`src/design/dcmc_defines.svh`:
```
// Offsets, field positions, reset values and timing counts of the block.
`ifndef DCMC_DEFINES_SVH
`define DCMC_DEFINES_SVH
`define DCMC_PORT_EN_OFF   8'h06
`define DCMC_MODE_CFG_OFF  8'h0a
`define DCMC_EXT_CFG_OFF   8'h25
`define DCMC_STATUS_OFF    8'h30
`define DCMC_PORT_EN_RST   8'h00
`define DCMC_MODE_CFG_RST  8'h00
`define DCMC_EXT_CFG_RST   8'h00
`define DCMC_HICUR_BIT     4
`define DCMC_AUTODIS_BIT   1
`define DCMC_FULL_BIT      0
`define DCMC_VENDDIS_BIT   1
`define DCMC_CLK_MHZ       20
`define DCMC_PWR_OFF_US    1000
`define DCMC_PWR_OFF_CYC   (`DCMC_PWR_OFF_US * `DCMC_CLK_MHZ)
`define DCMC_STRAP_DLY     2'h2
`endif

```
`src/design/dcmc_pkg.sv`:
```
// Types shared by the charge mode controller files.
package dcmc_pkg;
    // Per-port charging mode, one-hot.
    typedef enum logic [7:0] {
        ST_NONE   = 8'h01,
        ST_CDP    = 8'h02,
        ST_DCP    = 8'h04,
        ST_HIGH   = 8'h08,
        ST_MID    = 8'h10,
        ST_LOW    = 8'h20,
        ST_VENDOR = 8'h40,
        ST_PWROFF = 8'h80
    } dcmc_state_e;
endpackage

```
`src/design/dcmc_top.sv`:
```
// Downstream charging mode controller for the four hub ports.
`timescale 1ns/1ps
`include "dcmc_defines.svh"

// Behaviour
// One enable bit per downstream port.
// Clear enable bit gives no charging.
// Connected, configured, powered port uses CDP.
// Auto disabled and unconnected uses DCP.
// Unconnected enabled port drives power on.
// Tiers and vendor mode only in auto.
// High tier only with high-current bit.
// Start in top tier, stay without pull-up.
// Tier pull-up: power off, vendor or DCP.
// Vendor pull-up: power off, then DCP.
// DCP pull-up or voltage: back to tiers.
// Cycle repeats until upstream connects.
// Full sweep tries every tier downward.
// Vendor mode only when its disable clear.
// Without sweep, one tier then DCP.
// Sweep without high-current skips top tier.
// Pin configuration uses reset-sampled pins.
// Pin mode sweeps all tiers, OTP vendor.
// Enable pins stable around reset release.
// Charging forces per-port power management.
// Each port has its own machine.
// Upstream connect leaves the auto cycle.
module dcmc_top
    import dcmc_pkg::*;
#(
    parameter int NPORT          = 4,
    parameter int CNT_W          = 16,
    parameter int PWR_OFF_CYCLES = `DCMC_PWR_OFF_CYC
) (
    // Clock and reset.
    input  wire logic              clk_sys,
    input  wire logic              sys_rst,
    // Register access port.
    input  wire logic              reg_wr_en,
    input  wire logic              reg_rd_en,
    input  wire logic [7:0]        reg_addr,
    input  wire logic [7:0]        reg_wdata,
    output logic      [7:0]        reg_rdata_ff,
    // Enable and mode pins sampled at reset release; the OTP vendor bit is read live.
    input  wire logic [NPORT-1:0]  charge_enable_pins,
    input  wire logic              pin_config_mode,
    input  wire logic              vendor_disable_otp,
    // Hub state.
    input  wire logic              upstream_vbus_ok,
    input  wire logic              hub_configured,
    input  wire logic [NPORT-1:0]  host_port_power,
    // Per-port line detection.
    input  wire logic [NPORT-1:0]  dp_pullup_det,
    input  wire logic [NPORT-1:0]  data_line_voltage_detect,
    // Port controls.
    output logic      [NPORT-1:0]  port_power_en_ff,
    output dcmc_state_e            port_mode_ff [NPORT],
    output logic                   full_power_managed_ff
);

    // ------------------------------------------------------------
    // Input synchronisation
    // ------------------------------------------------------------
    localparam int SW = 3 * NPORT + 2;

    logic [SW-1:0]    sync_q;      // Synchronised pin levels.
    logic [NPORT-1:0] pins_s;      // Enable pins.
    logic             pmode_s;     // Pin configuration strap.
    logic             conn;        // Upstream bus voltage present.
    logic [NPORT-1:0] pu_s;        // D+ pull-up seen per port.
    logic [NPORT-1:0] vd_s;        // Data-line voltage per port.

    // Strap, bus-voltage and line pins come from outside the clock domain.
    dcmc_sync2 #(
        .W (SW)
    ) u_sync (
        .clk_sys  (clk_sys),
        .sys_rst  (sys_rst),
        .async_in ({charge_enable_pins, pin_config_mode,
                    upstream_vbus_ok, dp_pullup_det,
                    data_line_voltage_detect}),
        .sync_out (sync_q)
    );

    assign pins_s  = sync_q[SW-1 -: NPORT];
    assign pmode_s = sync_q[2*NPORT+1];
    assign conn    = sync_q[2*NPORT];
    assign pu_s    = sync_q[NPORT +: NPORT];
    assign vd_s    = sync_q[NPORT-1:0];

    // ------------------------------------------------------------
    // Strap capture
    // ------------------------------------------------------------
    logic [1:0]       strap_cnt_ff;  // Waits out the synchroniser.
    logic             strap_done_ff; // Straps are valid.
    logic [NPORT-1:0] pin_en_ff;     // Captured enable pins.
    logic             pin_mode_ff;   // Captured configuration strap.

    // The pins are caught once, after the synchroniser has filled,
    // so the levels held across reset release are the ones used.
    always_ff @(posedge clk_sys or posedge sys_rst) begin
        if (sys_rst) begin
            strap_cnt_ff  <= 2'h0;
            strap_done_ff <= 1'b0;
            pin_en_ff     <= '0;
            pin_mode_ff   <= 1'b0;
        end else if (!strap_done_ff) begin
            strap_cnt_ff <= strap_cnt_ff + 2'h1;
            if (strap_cnt_ff == `DCMC_STRAP_DLY) begin
                strap_done_ff <= 1'b1;
                pin_en_ff     <= pins_s;
                pin_mode_ff   <= pmode_s;
            end
        end
    end

    // ------------------------------------------------------------
    // Registers
    // ------------------------------------------------------------
    logic [7:0] port_charge_enable;     // Per-port enable bits.
    logic [7:0] charge_mode_config;     // Tier and auto settings.
    logic [7:0] extended_charge_config; // Sweep and vendor.

    // Software writes land on the addressed register only.
    always_ff @(posedge clk_sys or posedge sys_rst) begin
        if (sys_rst) begin
            port_charge_enable     <= `DCMC_PORT_EN_RST;
            charge_mode_config     <= `DCMC_MODE_CFG_RST;
            extended_charge_config <= `DCMC_EXT_CFG_RST;
        end else if (reg_wr_en) begin
            case (reg_addr)
                `DCMC_PORT_EN_OFF:  port_charge_enable     <= reg_wdata;
                `DCMC_MODE_CFG_OFF: charge_mode_config     <= reg_wdata;
                `DCMC_EXT_CFG_OFF:  extended_charge_config <= reg_wdata;
                default: begin
                    // Unmapped writes are ignored.
                end
            endcase
        end
    end

    // Reads answer one cycle later; unmapped offsets read zero.
    always_ff @(posedge clk_sys or posedge sys_rst) begin
        if (sys_rst) begin
            reg_rdata_ff <= 8'h00;
        end else if (reg_rd_en) begin
            case (reg_addr)
                `DCMC_PORT_EN_OFF:  reg_rdata_ff <= port_charge_enable;
                `DCMC_MODE_CFG_OFF: reg_rdata_ff <= charge_mode_config;
                `DCMC_EXT_CFG_OFF:  reg_rdata_ff <= extended_charge_config;
                `DCMC_STATUS_OFF:   reg_rdata_ff <= {3'h0, strap_done_ff,
                                                     port_power_en_ff};
                default:            reg_rdata_ff <= 8'h00;
            endcase
        end
    end

    // ------------------------------------------------------------
    // Effective configuration
    // ------------------------------------------------------------
    logic [NPORT-1:0] en_eff;  // Charging enabled per port.
    logic             auto_on; // Automatic sequencing.
    logic             hc;      // High-current tier allowed.
    logic             full;    // Sweep every tier.
    logic             ven;     // Vendor mode in the cycle.

    // Pin mode ignores the register bits entirely and runs the
    // full sweep with the high tier; nothing charges before the
    // straps are valid.
    assign en_eff  = strap_done_ff ? (pin_mode_ff ? pin_en_ff :
                     port_charge_enable[NPORT-1:0]) : '0;
    assign auto_on = pin_mode_ff |
                     ~charge_mode_config[`DCMC_AUTODIS_BIT];
    assign hc      = pin_mode_ff |
                     charge_mode_config[`DCMC_HICUR_BIT];
    assign full    = pin_mode_ff |
                     extended_charge_config[`DCMC_FULL_BIT];
    assign ven     = pin_mode_ff ? ~vendor_disable_otp :
                     ~extended_charge_config[`DCMC_VENDDIS_BIT];

    // Charging forces per-port power control.
    always_ff @(posedge clk_sys or posedge sys_rst) begin
        if (sys_rst) begin
            full_power_managed_ff <= 1'b0;
        end else begin
            full_power_managed_ff <= |en_eff;
        end
    end

    // ------------------------------------------------------------
    // Sequence helpers
    // ------------------------------------------------------------
    // First tier of a cycle: high only with the high-current bit.
    function automatic dcmc_state_e top_tier(input logic h);
        return h ? ST_HIGH : ST_MID;
    endfunction

    // Mode after a tier that saw a pull-up.
    function automatic dcmc_state_e after_tier(
        input dcmc_state_e t, input logic f, input logic v);
        dcmc_state_e r;
        r = v ? ST_VENDOR : ST_DCP;
        if (f && t == ST_HIGH) r = ST_MID;
        if (f && t == ST_MID)  r = ST_LOW;
        return r;
    endfunction

    // One machine per port; no port reads another's state.
    genvar gi;
    generate
        for (gi = 0; gi < NPORT; gi++) begin : g_port
            dcmc_state_e      tgt_ff;    // Mode after power-off.
            dcmc_state_e      nxt_state; // Next mode.
            dcmc_state_e      nxt_tgt;   // Next target.
            logic             nxt_pwr;   // Next power enable.
            logic [CNT_W-1:0] cnt_ff;    // Power-off dwell count.
            logic             dwell_done;

            assign dwell_done =
                (cnt_ff == CNT_W'(PWR_OFF_CYCLES - 1));

            // Mode selection. Connection and enable are checked
            // first, so a connect ends the cycle from any state.
            always_comb begin
                nxt_state = port_mode_ff[gi];
                nxt_tgt   = tgt_ff;
                if (!en_eff[gi]) begin
                    nxt_state = ST_NONE;
                end else if (conn) begin
                    // Until the host powers the port there is
                    // nothing to advertise.
                    nxt_state = (hub_configured && host_port_power[gi])
                              ? ST_CDP : ST_NONE;
                end else if (!auto_on) begin
                    nxt_state = ST_DCP;
                end else begin
                    case (port_mode_ff[gi])
                        ST_HIGH, ST_MID, ST_LOW: begin
                            if (pu_s[gi]) begin
                                nxt_state = ST_PWROFF;
                                nxt_tgt   = after_tier(port_mode_ff[gi],
                                                       full, ven);
                            end else if (port_mode_ff[gi] == ST_HIGH
                                         && !hc) begin
                                nxt_state = ST_MID;
                            end
                        end
                        ST_VENDOR: begin
                            if (pu_s[gi]) begin
                                nxt_state = ST_PWROFF;
                                nxt_tgt   = ST_DCP;
                            end else if (!ven) begin
                                nxt_state = ST_DCP;
                            end
                        end
                        ST_DCP: begin
                            if (pu_s[gi] || vd_s[gi]) begin
                                nxt_state = ST_PWROFF;
                                nxt_tgt   = top_tier(hc);
                            end
                        end
                        ST_PWROFF: begin
                            // The vendor and high-current settings may
                            // change in the dwell; re-check on the way out.
                            if (dwell_done) begin
                                nxt_state = tgt_ff;
                                if (tgt_ff == ST_VENDOR && !ven)
                                    nxt_state = ST_DCP;
                                if (tgt_ff == ST_HIGH && !hc)
                                    nxt_state = ST_MID;
                            end
                        end
                        default: begin
                            nxt_state = top_tier(hc);
                        end
                    endcase
                end
                // Power is held off during the dwell; in NONE and CDP it follows host power.
                case (nxt_state)
                    ST_PWROFF:      nxt_pwr = 1'b0;
                    ST_NONE, ST_CDP: nxt_pwr = host_port_power[gi];
                    default:        nxt_pwr = 1'b1;
                endcase
            end

            // Mode, target and power move together.
            always_ff @(posedge clk_sys or posedge sys_rst) begin
                if (sys_rst) begin
                    port_mode_ff[gi]     <= ST_NONE;
                    tgt_ff               <= ST_DCP;
                    port_power_en_ff[gi] <= 1'b0;
                end else begin
                    port_mode_ff[gi]     <= nxt_state;
                    tgt_ff               <= nxt_tgt;
                    port_power_en_ff[gi] <= nxt_pwr;
                end
            end

            // Dwell counter runs only while in the power-off mode.
            always_ff @(posedge clk_sys or posedge sys_rst) begin
                if (sys_rst) begin
                    cnt_ff <= '0;
                end else if (port_mode_ff[gi] == ST_PWROFF) begin
                    cnt_ff <= cnt_ff + CNT_W'(1);
                end else begin
                    cnt_ff <= '0;
                end
            end

        end
    endgenerate
endmodule

```
`src/design/dcmc_sync2.sv`:
```
// Two-flop synchroniser for a bundle of level inputs.
`timescale 1ns/1ps
module dcmc_sync2 #(
    parameter int W = 1
) (
    // Clock and reset.
    input  wire logic         clk_sys,
    input  wire logic         sys_rst,
    // Asynchronous levels in, synchronised levels out.
    input  wire logic [W-1:0] async_in,
    output logic      [W-1:0] sync_out
);
    // First stage, read only by the second stage.
    logic [W-1:0] meta_ff;

    // Both stages clear to zero under reset.
    always_ff @(posedge clk_sys or posedge sys_rst) begin
        if (sys_rst) begin
            meta_ff  <= '0;
            sync_out <= '0;
        end else begin
            meta_ff  <= async_in;
            sync_out <= meta_ff;
        end
    end
endmodule

```
`config.mk`:
```
export PLATFORM = sky130hd
export DESIGN_NAME = dcmc_top
export DESIGN_NICKNAME = d
export VERILOG_FILES = /design/src/design/dcmc_pkg.sv /design/src/design/dcmc_top.sv /design/src/design/dcmc_sync2.sv
export VERILOG_INCLUDE_DIRS = /design/src /design/src/design
export SDC_FILE = /design/constraint.sdc
export NUM_CORES = 1
export LEC_CHECK = 0
export BUFFER_PORTS_ARGS = -buffer_cell sky130_fd_sc_hd__clkbuf_2
export CORE_MARGIN = 2
export CORE_UTILIZATION = 48
export CTS_CLUSTER_SIZE = 10
export DETAILED_ROUTE_END_ITERATION = 16
export GPL_TIMING_DRIVEN = 0
export PLACE_DENSITY = 0.72
export SLEW_MARGIN = 25
export SYNTH_ARGS = -nofsm -noshare
export SYNTH_HDL_FRONTEND = slang
export SYNTH_SLANG_ARGS = --single-unit
export TNS_END_PERCENT = 20
```
`constraint.sdc`:
```
create_clock -name clk_sys -period 6.5 [get_ports clk_sys]
set_clock_uncertainty 0.2 [all_clocks]
set_input_delay 0.65 -clock clk_sys [delete_from_list [all_inputs] [get_ports clk_sys]]
set_output_delay 0.65 -clock clk_sys [all_outputs]
set_load 0.005 [all_outputs]
```
# ---- After elaboration in Yosys (flattened, before gate mapping)
# Index checks and enable logic that the tools add are counted.
dict set report word_totals {
  input_bits 40
  wordCells 248
  out_inout_bits 45
  register_bits 201
}
dict set report op_classes {
  mux 92
  n_bitwise 8
  reduce_logical 51
  n_eq_ne 65
  addsub 5
}
# cell n
set ops {}
lappend ops {{two-way mux 8 bit} 60}
lappend ops {{one-hot mux 8 bit (4 select lines)} 5}
lappend ops {{one-hot mux 8 bit (3 select lines)} 4}
lappend ops {{equality test 8 x 4 -> 1 bit, second input constant} 9}
lappend ops {{adder 16 x 1 -> 16 bit, second input constant} 4}
lappend ops {{equality test 16 x 15 -> 1 bit, second input constant} 4}
lappend ops {{equality test 8 x 7 -> 1 bit, second input constant} 8}
lappend ops {{equality test 8 bit, second input constant} 8}
lappend ops {{two-way mux 16 bit} 4}
lappend ops {{equality test 8 x 6 -> 1 bit, second input constant} 6}
lappend ops {{equality test 8 x 3 -> 1 bit, second input constant} 5}
lappend ops {{two-way mux 7 bit} 5}
lappend ops {{equality test 8 x 1 -> 1 bit, second input constant} 4}
lappend ops {{equality test 8 x 2 -> 1 bit, second input constant} 4}
lappend ops {{equality test 8 x 5 -> 1 bit, second input constant} 4}
lappend ops {{AND reduction 7 bit} 4}
lappend ops {{logical AND 1 bit} 24}
lappend ops {{inequality test 2 x 1 -> 1 bit, second input constant} 8}
lappend ops {{nonzero test 3 bit} 4}
lappend ops {{OR reduction 3 bit} 4}
lappend ops {{two-way mux 2 bit} 4}
lappend ops {{two-way mux 4 bit} 2}
lappend ops {{inequality test 2 bit, second input constant} 4}
lappend ops {{one-hot mux 1 bit (2 select lines)} 4}
lappend ops {{other kinds (11)} 29}

# ---- Logic depth before layout (Yosys ltp)
# Gate-level depths: netlist of run 1.
dict set report logic_depth {
  ltp_word 14
  ltp_mapped 8
  depth_no_buf 7
}

# ---- Modules after synthesis
# Synthesis of run 1 repeated with hierarchy kept, for this count alone.
dict set report hier_totals {
  hier_cells 904
  hier_area_um2 9166.3
}
# mod n_inst seq_area_each_um2 area_per_inst_um2 cells_per_inst
set by_module_without_submodules {}
lappend by_module_without_submodules {dcmc_top 1 4038.9 8461.9 875}
lappend by_module_without_submodules {dcmc_sync2 1 700.7 704.4 29}

# ---- Least setup slack after synthesis of run 1
# No wires, ideal clock.
dict set report synth_path {
  path_kind {input -> register}
  start {input port reg_addr[5]}
  end {register reg_rdata_ff[0]}
  setup_time_ps 173
  cell_stages 5
  arrival_time_ps 2045
  required_time_ps 6127
  n_path_buf 1
  path_slack_ps 4083
  path_cell_list {nor4b_1 > and4b_1 > clkbuf_1 > o41ai_1 > o22ai_1}
}
dict set report synth_between {
  elab_chain_cells 2
  word_cells_on_any_way 5
  cone_classes {eq/ne: 4; mux: 1}
}
# element line_no
set synth_rtl {}
lappend synth_rtl {{start, declared} dcmc_top.sv:41} ;# input wire logic [7:0] reg_addr,
lappend synth_rtl {{equality test 8 x 6 -> 1 bit, or another cell as far along} dcmc_top.sv:147} ;# case (reg_addr)
lappend synth_rtl {{one-hot mux 8 bit (4 select lines) *} dcmc_top.sv:147}
lappend synth_rtl {{end signal, assigned} dcmc_top.sv:148} ;# `DCMC_PORT_EN_OFF: reg_rdata_ff <= port_charge_enable;
lappend synth_rtl {{end signal, assigned} dcmc_top.sv:149} ;# `DCMC_MODE_CFG_OFF: reg_rdata_ff <= charge_mode_config;
lappend synth_rtl {{end signal, assigned} dcmc_top.sv:150} ;# `DCMC_EXT_CFG_OFF: reg_rdata_ff <= extended_charge_config;
lappend synth_rtl {{end, declared} dcmc_top.sv:43} ;# output logic [7:0] reg_rdata_ff,
# Every way passes the cells marked *; elsewhere a longest branch is shown, timed or not.
# A chain may end at the register's enable or synchronous reset.

# ---- Worst setup path after layout of run 1
dict set report layout_path {
  start {register pin_mode_ff}
  end {register port_mode_ff[3] (netlist name)}
}
dict set report layout_between {
  elab_chain_cells 10
  word_cells_on_any_way 22
  cone_classes {mux: 15; bitwise: 2; reduce/logical: 5}
}
# element line_no
set layout_rtl {}
lappend layout_rtl {{start, declared} dcmc_top.sv:97} ;# logic pin_mode_ff;
lappend layout_rtl {{start signal, assigned} dcmc_top.sv:112} ;# pin_mode_ff <= pmode_s;
lappend layout_rtl {{two-way mux 1 bit} dcmc_top.sv:178} ;# assign ven = pin_mode_ff ? ~vendor_disable_otp :
lappend layout_rtl {{logical NOT 1 bit} dcmc_top.sv:267} ;# if (tgt_ff == ST_VENDOR && !ven)
lappend layout_rtl {{logical AND 1 bit} dcmc_top.sv:267}
lappend layout_rtl {{two-way mux 8 bit} dcmc_top.sv:267}
lappend layout_rtl {{two-way mux 8 bit} dcmc_top.sv:269} ;# if (tgt_ff == ST_HIGH && !hc)
lappend layout_rtl {{two-way mux 8 bit} dcmc_top.sv:265} ;# if (dwell_done) begin
lappend layout_rtl {{one-hot mux 8 bit (4 select lines)} dcmc_top.sv:237} ;# case (port_mode_ff[gi])
lappend layout_rtl {{two-way mux 8 bit} dcmc_top.sv:234} ;# end else if (!auto_on) begin
lappend layout_rtl {{two-way mux 8 bit} dcmc_top.sv:229} ;# end else if (conn) begin
lappend layout_rtl {{two-way mux 8 bit *} dcmc_top.sv:227} ;# if (!en_eff[gi]) begin
lappend layout_rtl {{net g_port[3].nxt_state[3]} dcmc_top.sv:213} ;# dcmc_state_e nxt_state;
lappend layout_rtl {{end signal, assigned by index} dcmc_top.sv:293} ;# port_mode_ff[gi] <= nxt_state;
lappend layout_rtl {{end, declared} dcmc_top.sv:57} ;# output dcmc_state_e port_mode_ff [NPORT],
# The timed path passes the listed nets; every way through them passes the cells marked *.

==> impl_results.md, run 1 <==
- Layout Utilization: 56.2%
- Post-route antenna net violation count: 0
- Leakage power: 4.53 nW
- Largest net degree at the start of global routing: 99
- Final period utilization: 42.4%
- Cell taking the most area after synthesis: dfrtp_1
- Top-count cell post-synth: dfrtp_1
- Drt wl/cell: 16.8 µm
- Slew Viols, Final: 0
- Grt met1 use: 30.0%
- Mapped Cells: 888
- Antenna violations before repair: 0
- Critical path class: flop to flop
- CTS max path bufs: 2
- Synth top cells by count: dfrtp_1, nor2_1, nand2_1
- Setup WS post-layout: 3.75 ns
- Final net count: 1036
- Synth area leaders: dfrtp_1, mux2_2, nor2_1, xor2_1, nand2_1
- TritonRoute pass-1 iters: 5
- Final setup violation count: 0
- Setup tns final: 0 ns
- Worst hold slack: 0.0984 ns
- Port bufs: 83
- Num CTS Buffers: 17
- Finished Cell Area: 0.0105 mm²
- RSZ-0062 raised after global routing: false
- Iter 0 DRT Violations: 464
- FP Rows: 50
- Area share of the largest cell type after synthesis: 49.5%
- Mapped Nets: 933
- Clk_lat worst skew: 0.43 ns
- #FFs+latches synth: 189
- CP Data Required Time: 6.63 ns
- Vias/cell: 5.74
- Total vias in the final route: 7108
- Distinct cells, synth: 82
- Clock Pin Slew Worst Setup and Hold Paths: 0.07 ns
- Post-synthesis sequential area ratio: 51.8%
- Synth Flop Type: dfrtp_1
- Async S/R FF share, synth: 100%
- Post-route DRC: 0
- I/O pins: 85
- Hold Fails Final Rpt: 0
- Vias in the first global route: 6784
- Post-layout min period: 2.75 ns
- Syn. warnings: 0
- Status: completed
- Total die area: 0.0202 mm²
- Arr. time, crit path: 2.89 ns
- Crit-path max FO: 10
- Finished Layout Cells: 1238
- Slew HR: 36.7%
- Die Y-Extent: 142 µm
- Core area: 0.0187 mm²
- Layout cells sized above 1: 20.0%
- DRT Wirelength: 20800 µm
- First-pass GRT wire length: 34300 µm
- GR Util met2: 34.0%
- Worst-Margin Slew: 0.946 ns
- Post-DP Area: 0.00991 mm²
- EDFF count, synth: 0
- Initial Utilization: 49.0%
- Sink Count: 189
- HP Class: primary input to async pin
- GRT Residual Overflow: 0
- Pwr per Cell Area: 230 mW/mm²
- Avg Inst Size Synth: 10.3 µm²
- Setup bufs post-CTS: 0
- Overall power: 2.42 mW
- Max_cap viols: 0
- Post-synthesis instance area: 0.00916 mm²
- Fmax: 363 MHz
- Post-DP HPWL: 14700 µm
- Gr busiest metal: met2
- Horiz. Die Dim: 142 µm
- Post-Place Cells: 1206
- CP Capture Type: flop
- Antenna diodes: 0
- Crit start category: flop
- Overall routing resource usage: 21.5%
- M3 GR Usage: 4.51%
- H-tree depth: 4
- # hold bufs at CTS: 0
- Clk root buf: clkbuf_16
- Maximum vdd drop: 0.000171 V
- Area Growth Syn to Fin: 14.8%
- Gpl congestion: 0.893
- Pre-CTS WS: 3.48 ns
- CTS tree: done
- Post-CTS Resized: 0
area by class of cell:
cell class | count | area [µm²]
Clock inverter | 13 | 164
Buffer | 27 | 116
Fill cell | 1632 | 8190
Tap cell | 234 | 293
Sequential cell | 189 | 4740
Timing Repair Buffer | 84 | 443
Multi-Input combinational cell | 648 | 4220
Clock buffer | 19 | 443
Inverter | 24 | 97.6
cells in the final DEF, fill, tap and decap left out, types with 10 or more instances in the layout:
master       n
and3_1      17
xnor2_1     20
nand2_1     65
nand4_1     16
o22ai_1     14
nand3_1     33
dfrtp_1    181
or3_1       15
clkbuf_1    20
mux2_2      43
o21ai_0     19
a21oi_1     31
clkbuf_16   17
inv_1       23
nor2_1     127
clkbuf_2    83
nand2b_1    10
nor3_1      29
xor2_1      42
power breakdown:
part / internal (mW) / switching, mW
Sequential: 1.20 / 0.0214
Clock: 0.594 / 0.479
Combinational: 0.0468 / 0.0785
final timing paths:
check | from | end | slack, ns | depth (start not counted)
max in group asynchronous | sys_rst | port_mode_ff[24] | 5.11 | 3
worst min-delay path | sys_rst | u_sync.meta_ff[7] | 0.1 | 2
worst min register to register | u_sync.meta_ff[4] | u_sync.sync_out[4] | 0.15 | 0
worst max-delay path | pin_mode_ff | port_mode_ff[3] | 3.75 | 7
worst max register to register | pin_mode_ff | port_mode_ff[3] | 3.75 | 7
min in group clk_sys | dp_pullup_det[1] | u_sync.meta_ff[5] | 0.12 | 1
sequential cells by signal, indices dropped and copies added, names as in the netlist, 2 cells and up:
signal                  cells
port_power_en_ff            4
u_sync.meta_ff             14
port_charge_enable          8
pin_en_ff                   4
charge_mode_config          8
g_port.tgt_ff              20
extended_charge_config      8
g_port.cnt_ff              64
u_sync.sync_out            14
strap_cnt_ff                2
reg_rdata_ff                8
port_mode_ff               32
per-layer routing:
layer  vias up  share of wire [%]  routed length [µm]
li1       3384                  -                   -
met1      3522                 46                9600
met2       173                 48                9980
met3        29                4.1                 848
met4         0                1.6                 334
met5         -                  0                   0
critical path, stage by stage (launching register included):
cell,delay [ns]
dfrtp_1,0.41
clkbuf_1,0.37
mux2i_1,0.67
buf_4,0.31
nand2_1,0.07
a21oi_1,0.28
nand2_1,0.09
a211oi_1,0.26
kinds of logic (layout without fill, tap and decap cells):
logic type	Yosys count	in the layout	share of synthesized area [%]
xor+xnor	62	62	5.93
mux	57	57	7.13
simple gates	387	387	21.9
buf+inv	51	167	2.25
fa+ha+maj	5	5	0.683
flops	189	189	51.8
compound gates	137	137	10.3
No activity file was read; power rests on OpenSTA's default activity.
==> run 2, diff against run 1 <==
--- a/config.mk
+++ b/config.mk
@@ -12,7 +12,7 @@
 export CTS_CLUSTER_SIZE = 10
 export DETAILED_ROUTE_END_ITERATION = 16
 export GPL_TIMING_DRIVEN = 0
-export PLACE_DENSITY = 0.72
+export PLACE_DENSITY = 0.74
 export SLEW_MARGIN = 25
 export SYNTH_ARGS = -nofsm -noshare
 export SYNTH_HDL_FRONTEND = slang
==> constraint.sdc (replaced) <==
create_clock -name clk_sys -period 2.4 [get_ports clk_sys]
set_clock_uncertainty 0.2 [all_clocks]
set_input_delay 0.24 -clock clk_sys [delete_from_list [all_inputs] [get_ports clk_sys]]
set_output_delay 0.24 -clock clk_sys [all_outputs]
set_load 0.005 [all_outputs]
==> run 2 against run 1 <==
Against the previous run: the flow now finishes with violations (setup timing); largest cell class unchanged; cell count is 4.5% higher; register-to-register slack worse by 3.8 ns; worst hold slack worse by 0.016 ns; clock power is 150% higher; highest routed layer unchanged; sequential cell count stayed put; count of clock-buffer cells in the layout stayed put; setup slack worse by 3.8 ns; sequential power grew to 2.7 times the previous value; via count is 4.1% higher.
==> impl_results.md, run 2 (same netlist as run 1, synthesis figures left out) <==
- CP Capture Type: flop
- Crit-path max FO: 5 (-5)
- H-tree depth: 4 (unchanged)
- Clk root buf: clkbuf_16
- Crit start category: flop
- Biggest register: g_port.cnt_ff
- Initial Utilization: 49.0% (unchanged)
- Most frequent cells in the layout: dfrtp_1, nor2_1, clkbuf_2
- Leakage power: 4.83 nW (+6.7%)
- RR Startpoint: port_mode_ff[3]
- Worst-Margin Slew: 0.814 ns (-0.132 ns)
- Fmax: 403 MHz (+11%)
- Failing checks: setup timing
- Arr. time, crit path: 2.60 ns (-0.29 ns)
- Post-route DRC: 0 (unchanged)
- HP Class: primary input to flop
- Post-layout min period: 2.48 ns (-0.270 ns)
- Largest net degree at the start of global routing: 30 (-70%)
- FP Rows: 50 (unchanged)
- Sink Count: 189 (unchanged)
- Slew Viols, Final: 0 (unchanged)
- Final setup violation count: 11 (+11)
- Total die area: 0.0202 mm² (unchanged)
- End of the critical path: g_port[3].tgt_ff[3]
- I/O pins: 85 (unchanged)
- Post-route antenna net violation count: 0 (unchanged)
- Post-DP HPWL: 15000 µm (+2.3%)
- Critical path class: flop to flop
- DRT Wirelength: 21800 µm (+5.2%)
- Final net count: 1092 (+5.4%)
- Post-DP Area: 0.0100 mm² (+1.3%)
- CP Launch Point: port_mode_ff[3]
- FF-to-FF setup slack: -0.08 ns (-3.83 ns)
- Layout cells sized above 1: 25.3% (+5.3 points)
- Maximum vdd drop: 0.000508 V (+200%)
- Drt wl/cell: 16.9 µm (+0.62%)
- TritonRoute pass-1 iters: 6 (+1)
- Clk_lat worst skew: 0.43 ns (about the same)
- Vias in the first global route: 7140 (+5.2%)
- Max reg flops: 64 (unchanged)
- Final period utilization: 103% (+61 points)
- Die Y-Extent: 142 µm (unchanged)
- Gpl congestion: 0.883 (-1.2%)
- Horiz. Die Dim: 142 µm (unchanged)
- GRT Residual Overflow: 0 (unchanged)
- Status: finished, violations left
- CTS max path bufs: 2 (unchanged)
- Most common cell after layout, fill and taps aside: dfrtp_1
- Pwr per Cell Area: 572 mW/mm² (+150%)
- Top flop regs: g_port.cnt_ff: 64 flops, port_mode_ff: 32 flops, g_port.tgt_ff: 20 flops
- CTS tree: done
- Vias/cell: 5.72 (-0.40%)
- Max_cap viols: 0 (unchanged)
- RSZ-0062 raised after global routing: true
- Reg2reg end: g_port[3].tgt_ff[3]
- Setup WS post-layout: -0.0831 ns (-3.83 ns)
- Post-Place Cells: 1212 (+0.50%)
- Clock Pin Slew Worst Setup and Hold Paths: 0.08 ns (about the same)
- Core area: 0.0187 mm² (unchanged)
- Antenna violations before repair: 0 (unchanged)
- Finished Layout Cells: 1294 (+4.5%)
- Port bufs: 83 (unchanged)
- Finished Cell Area: 0.0112 mm² (+6.9%)
- Hold Fails Final Rpt: 0 (unchanged)
- Total vias in the final route: 7400 (+4.1%)
- First-pass GRT wire length: 35500 µm (+3.4%)
- CP Data Required Time: 2.51 ns (-4.12 ns)
- Slew HR: 45.1% (+8.4 points)
- R2R depth: 5 (-2)
- Iter 0 DRT Violations: 396 (-15%)
- Area Growth Syn to Fin: 22.8%
- Num CTS Buffers: 17 (unchanged)
- Antenna diodes: 0 (unchanged)
- Overall routing resource usage: 22.1% (+0.67 points)
## run 2: what timing repair did
item	4_1_cts	5_1_grt
pin swaps	9	13
setup buffers	8	17
hold buffers	28	0
setup endpoints to repair	36	56
hold endpoints to repair	110	0
gates resized for setup	26	28
## run 2: how the worst min path moves through the flow
stage                                      from                   to  slack [ns]  depth (start not counted)
finish                                reg_rd_en      reg_rdata_ff[4]        0.08                          2
global route                          reg_rd_en      reg_rdata_ff[7]        0.11                          2
CTS                                   reg_rd_en      reg_rdata_ff[4]        0.06                          2
detailed placement                      sys_rst  g_port[3].cnt_ff[1]        0.04                          2
global placement             u_sync.meta_ff[13]  u_sync.sync_out[13]        0.13                          0
floorplan           data_line_voltage_detect[0]    u_sync.meta_ff[0]        0.07                          0
## run 2: layer usage
metal	track usage (%)	up-vias	part of all wire (%)
met5	0	-	0
met4	7.26	0	2.3
met3	4.00	49	4.6
li1	-	3494	-
met2	35.8	247	48
met1	30.4	3610	45
## run 2: report_power, final
| group | switching [mW] | internal [mW] |
|---|---|---|
| clock network | 1.30 | 1.38 |
| registers | 0.0627 | 3.26 |
| logic | 0.237 | 0.197 |
| total | 1.60 | 4.83 |
## run 2: stage by stage
stage	TNS [ns]	util [%]	hold slack (ns)	setup slack [ns]	total power, mW
after floorplan	-84.74	-	0.0714	-0.468	3.57
after global placement	-292.85	52.8	0.132	-1.57	3.70
after detailed placement	-7.22	53.7	0.0441	-0.332	3.74
after CTS	-1.10	59.0	0.0586	-0.142	6.46
after global routing	-1.81	60.1	0.105	-0.146	6.67
final	-0.457	60.1	0.0827	-0.0831	6.43
## run 2: final cells by class
type	count	area [µm²]
Fill cell	1504	7460
Sequential cell	189	4750
Multi-Input combinational cell	648	4390
Timing Repair Buffer	143	1050
Clock buffer	19	433
Tap cell	234	293
Clock inverter	13	124
Buffer	24	119
Inverter	24	93.8
## run 2: worst max-delay path: stages, from the launching register on
cell,delay [ns]
dfrtp_1,0.43
or4_4,0.55
nor4_4,0.35
a211oi_2,0.12
nor3_4,0.33
mux2_2,0.38
==> run 3, diff against run 2 <==
==> constraint.sdc (replaced) <==
create_clock -name clk_sys -period 2.4 [get_ports clk_sys]
set_clock_uncertainty 0.2 [all_clocks]
set_input_delay 0.12 -clock clk_sys [delete_from_list [all_inputs] [get_ports clk_sys]]
set_output_delay 0.12 -clock clk_sys [all_outputs]
set_load 0.005 [all_outputs]
==> run 3 against run 2 <==
Against the previous run: first-iteration DRC count fell by 0.51%; the flow still finishes with violations (setup timing); power barely moved; critical path depth did not move; worst hold slack got worse by 0.072 ns; cell area barely moved; register-to-register slack barely moved; cell count barely moved; sequential power barely moved; sequential share of layout area barely moved.
==> impl_results.md, run 3 (same netlist as run 1, synthesis figures left out) <==
- Setup WS post-layout: -0.0913 ns (-0.00821 ns)
- Sink Count: 189 (unchanged)
- Status: finished, violations left
- Hold Fails Final Rpt: 0 (unchanged)
- Cell Int Power: 4.83 mW (about the same)
- Crit start category: flop
- CTS tree: done
- H-tree depth: 4 (unchanged)
- Clk root buf: clkbuf_16
- FP Rows: 50 (unchanged)
- Pre-CTS WS: -0.332 ns (unchanged)
- Post-layout min period: 2.49 ns (+0.00821 ns)
- RR Startpoint: port_mode_ff[3]
- Initial Utilization: 49.0% (unchanged)
- Post-DP HPWL: 15000 µm (unchanged)
- Die Y-Extent: 142 µm (unchanged)
- Max reg flops: 64 (unchanged)
- I/O pins: 85 (unchanged)
- Drt wl/cell: 16.8 µm (-0.26%)
- Core area: 0.0187 mm² (unchanged)
- Maximum vdd drop: 0.000510 V (+0.38%)
- Port bufs: 83 (unchanged)
- Most frequent cells in the layout: dfrtp_1, nor2_1, clkbuf_2
- Largest net degree at the start of global routing: 30 (unchanged)
- Clock power share: 41.6% (about the same)
- Clk_lat worst skew: 0.43 ns (about the same)
- Post-route antenna net violation count: 0 (unchanged)
- Combinational Power Share: 6.8% (about the same)
- Crit-path max FO: 5 (unchanged)
- Area of the multi-input gates: 0.00439 mm² (unchanged)
- Biggest register: g_port.cnt_ff
- Most common cell after layout, fill and taps aside: dfrtp_1
- First-pass GRT wire length: 35500 µm (about the same)
- Vias in the first global route: 7151 (+0.15%)
- TritonRoute pass-1 iters: 5 (-1)
- Slew HR: 45.6% (+0.43 points)
- Layout cells sized above 1: 25.3% (about the same)
- CTS max path bufs: 2 (unchanged)
- CP Capture Type: flop
- Iter 0 DRT Violations: 394 (-0.51%)
- Area Growth Syn to Fin: 22.9% (about the same)
- Top flop regs: g_port.cnt_ff: 64 flops, port_mode_ff: 32 flops, g_port.tgt_ff: 20 flops
- Vias/cell: 5.71 (-0.16%)
- RSZ-0062 raised after global routing: true
- Fmax: 401 MHz (-0.33%)
- HP Class: primary input to async pin
- Overall routing resource usage: 22.1% (about the same)
- Slew Viols, Final: 0 (unchanged)
- P_sw: 1.60 mW (+0.11%)
- DRT Wirelength: 21800 µm (-0.18%)
- Final net count: 1093 (+0.092%)
- FF/Latch Area: 0.00475 mm² (unchanged)
- Total die area: 0.0202 mm² (unchanged)
- Max_cap viols: 0 (unchanged)
- Final period utilization: 104% (+0.34 points)
- Final setup violation count: 11 (unchanged)
- Gpl congestion: 0.883 (unchanged)
- Arr. time, crit path: 2.60 ns (about the same)
- Leakage power: 4.84 nW (about the same)
- Antenna diodes: 0 (unchanged)
- CP Data Required Time: 2.51 ns (about the same)
- Failing checks: setup timing
- Antenna violations before repair: 0 (unchanged)
- Num CTS Buffers: 17 (unchanged)
- CP Launch Point: port_mode_ff[3]
- Power share of the sequential group: 51.6% (about the same)
- Worst hold slack: 0.0109 ns (-0.0718 ns)
- Switching share of power: 24.9% (about the same)
- Pwr per Cell Area: 571 mW/mm² (about the same)
- Clock Pin Slew Worst Setup and Hold Paths: 0.08 ns (about the same)
- Fillers: 1502 (-0.13%)
- Post-route DRC: 0 (unchanged)
- Worst-Margin Slew: 0.808 ns (-0.00636 ns)
- Horiz. Die Dim: 142 µm (unchanged)
- Total vias in the final route: 7394 (-0.081%)
- GRT Residual Overflow: 0 (unchanged)
- Critical path class: flop to flop
run 3: changes by cell type in the layout (fill, tap and decap cells not counted):
cell and delta:
dlygate4sd3_1 +1
run 3: layout make-up:
cell class,instances,share of cell area (%)
well taps,234,2.60
repair buffers,144,9.42
plain buffers,24,1.06
clock buffers,19,3.85
inverters,24,0.834
flip-flops and latches,189,42.2
multi-input cells,648,39.0
clock inverters,13,1.10
run 3: path summary, 6_finish.rpt:
check	to	slack (ns)	cells past startpoint
setup / recovery	g_port[3].tgt_ff[3]	-0.09	5
hold / removal	g_port[3].cnt_ff[1]	0.01	3
setup reg to reg	g_port[3].tgt_ff[3]	-0.09	5
hold reg to reg	u_sync.sync_out[4]	0.15	0
max in group asynchronous	g_port[1].tgt_ff[2]	1.04	6
min in group clk_sys	u_sync.meta_ff[9]	0.13	2
run 3: power groups by stage:
| stage | clock network (mW) | registers, mW | logic [mW] |
|---|---|---|---|
| 6_report | 2.67 | 3.32 | 0.435 |
| 5_1_grt | 2.87 | 3.33 | 0.477 |
| 4_1_cts | 2.72 | 3.32 | 0.425 |
| 3_5_place_dp | 0 | 3.38 | 0.368 |
| 3_3_place_gp | 0 | 3.38 | 0.328 |
| 2_1_floorplan | 0 | 3.36 | 0.210 |
run 3: worst max-delay path, stage by stage, from the launching register on:
cell and delay, ns:
dfrtp_1 0.43, or4_4 0.55, nor4_4 0.35, a211oi_2 0.12, nor3_4 0.34, mux2_2 0.38
run 3: metal layers:
metal / global-route usage (%) / share of wire, % / vias up
li1: - / - / 3501
met1: 30.4 / 45 / 3599
met2: 35.8 / 48 / 255
met3: 4.00 / 4.7 / 39
met4: 7.26 / 1.8 / 0
met5: 0 / 0 / -
run 3: per-stage QoR:
stage	area (µm²)	instances	power, mW	util, %	TNS [ns]
finish	11300	1295	6.43	60.2	-0.498
global route	11300	1295	6.68	60.2	-1.81
CTS	11000	1281	6.46	59.0	-1.10
detailed placement	10000	1212	3.74	53.7	-5.30
global placement	9870	1205	3.70	52.8	-267.48
floorplan	9160	888	3.57	-	-63.02
run 3: timing repair:
action,4_1_cts,5_1_grt
endpoints found under the hold margin,119,0
setup buffers,8,17
endpoints found under the setup margin,36,56
gates resized for setup,26,28
cloned,0,0
hold buffers,29,0
pin swaps,9,13
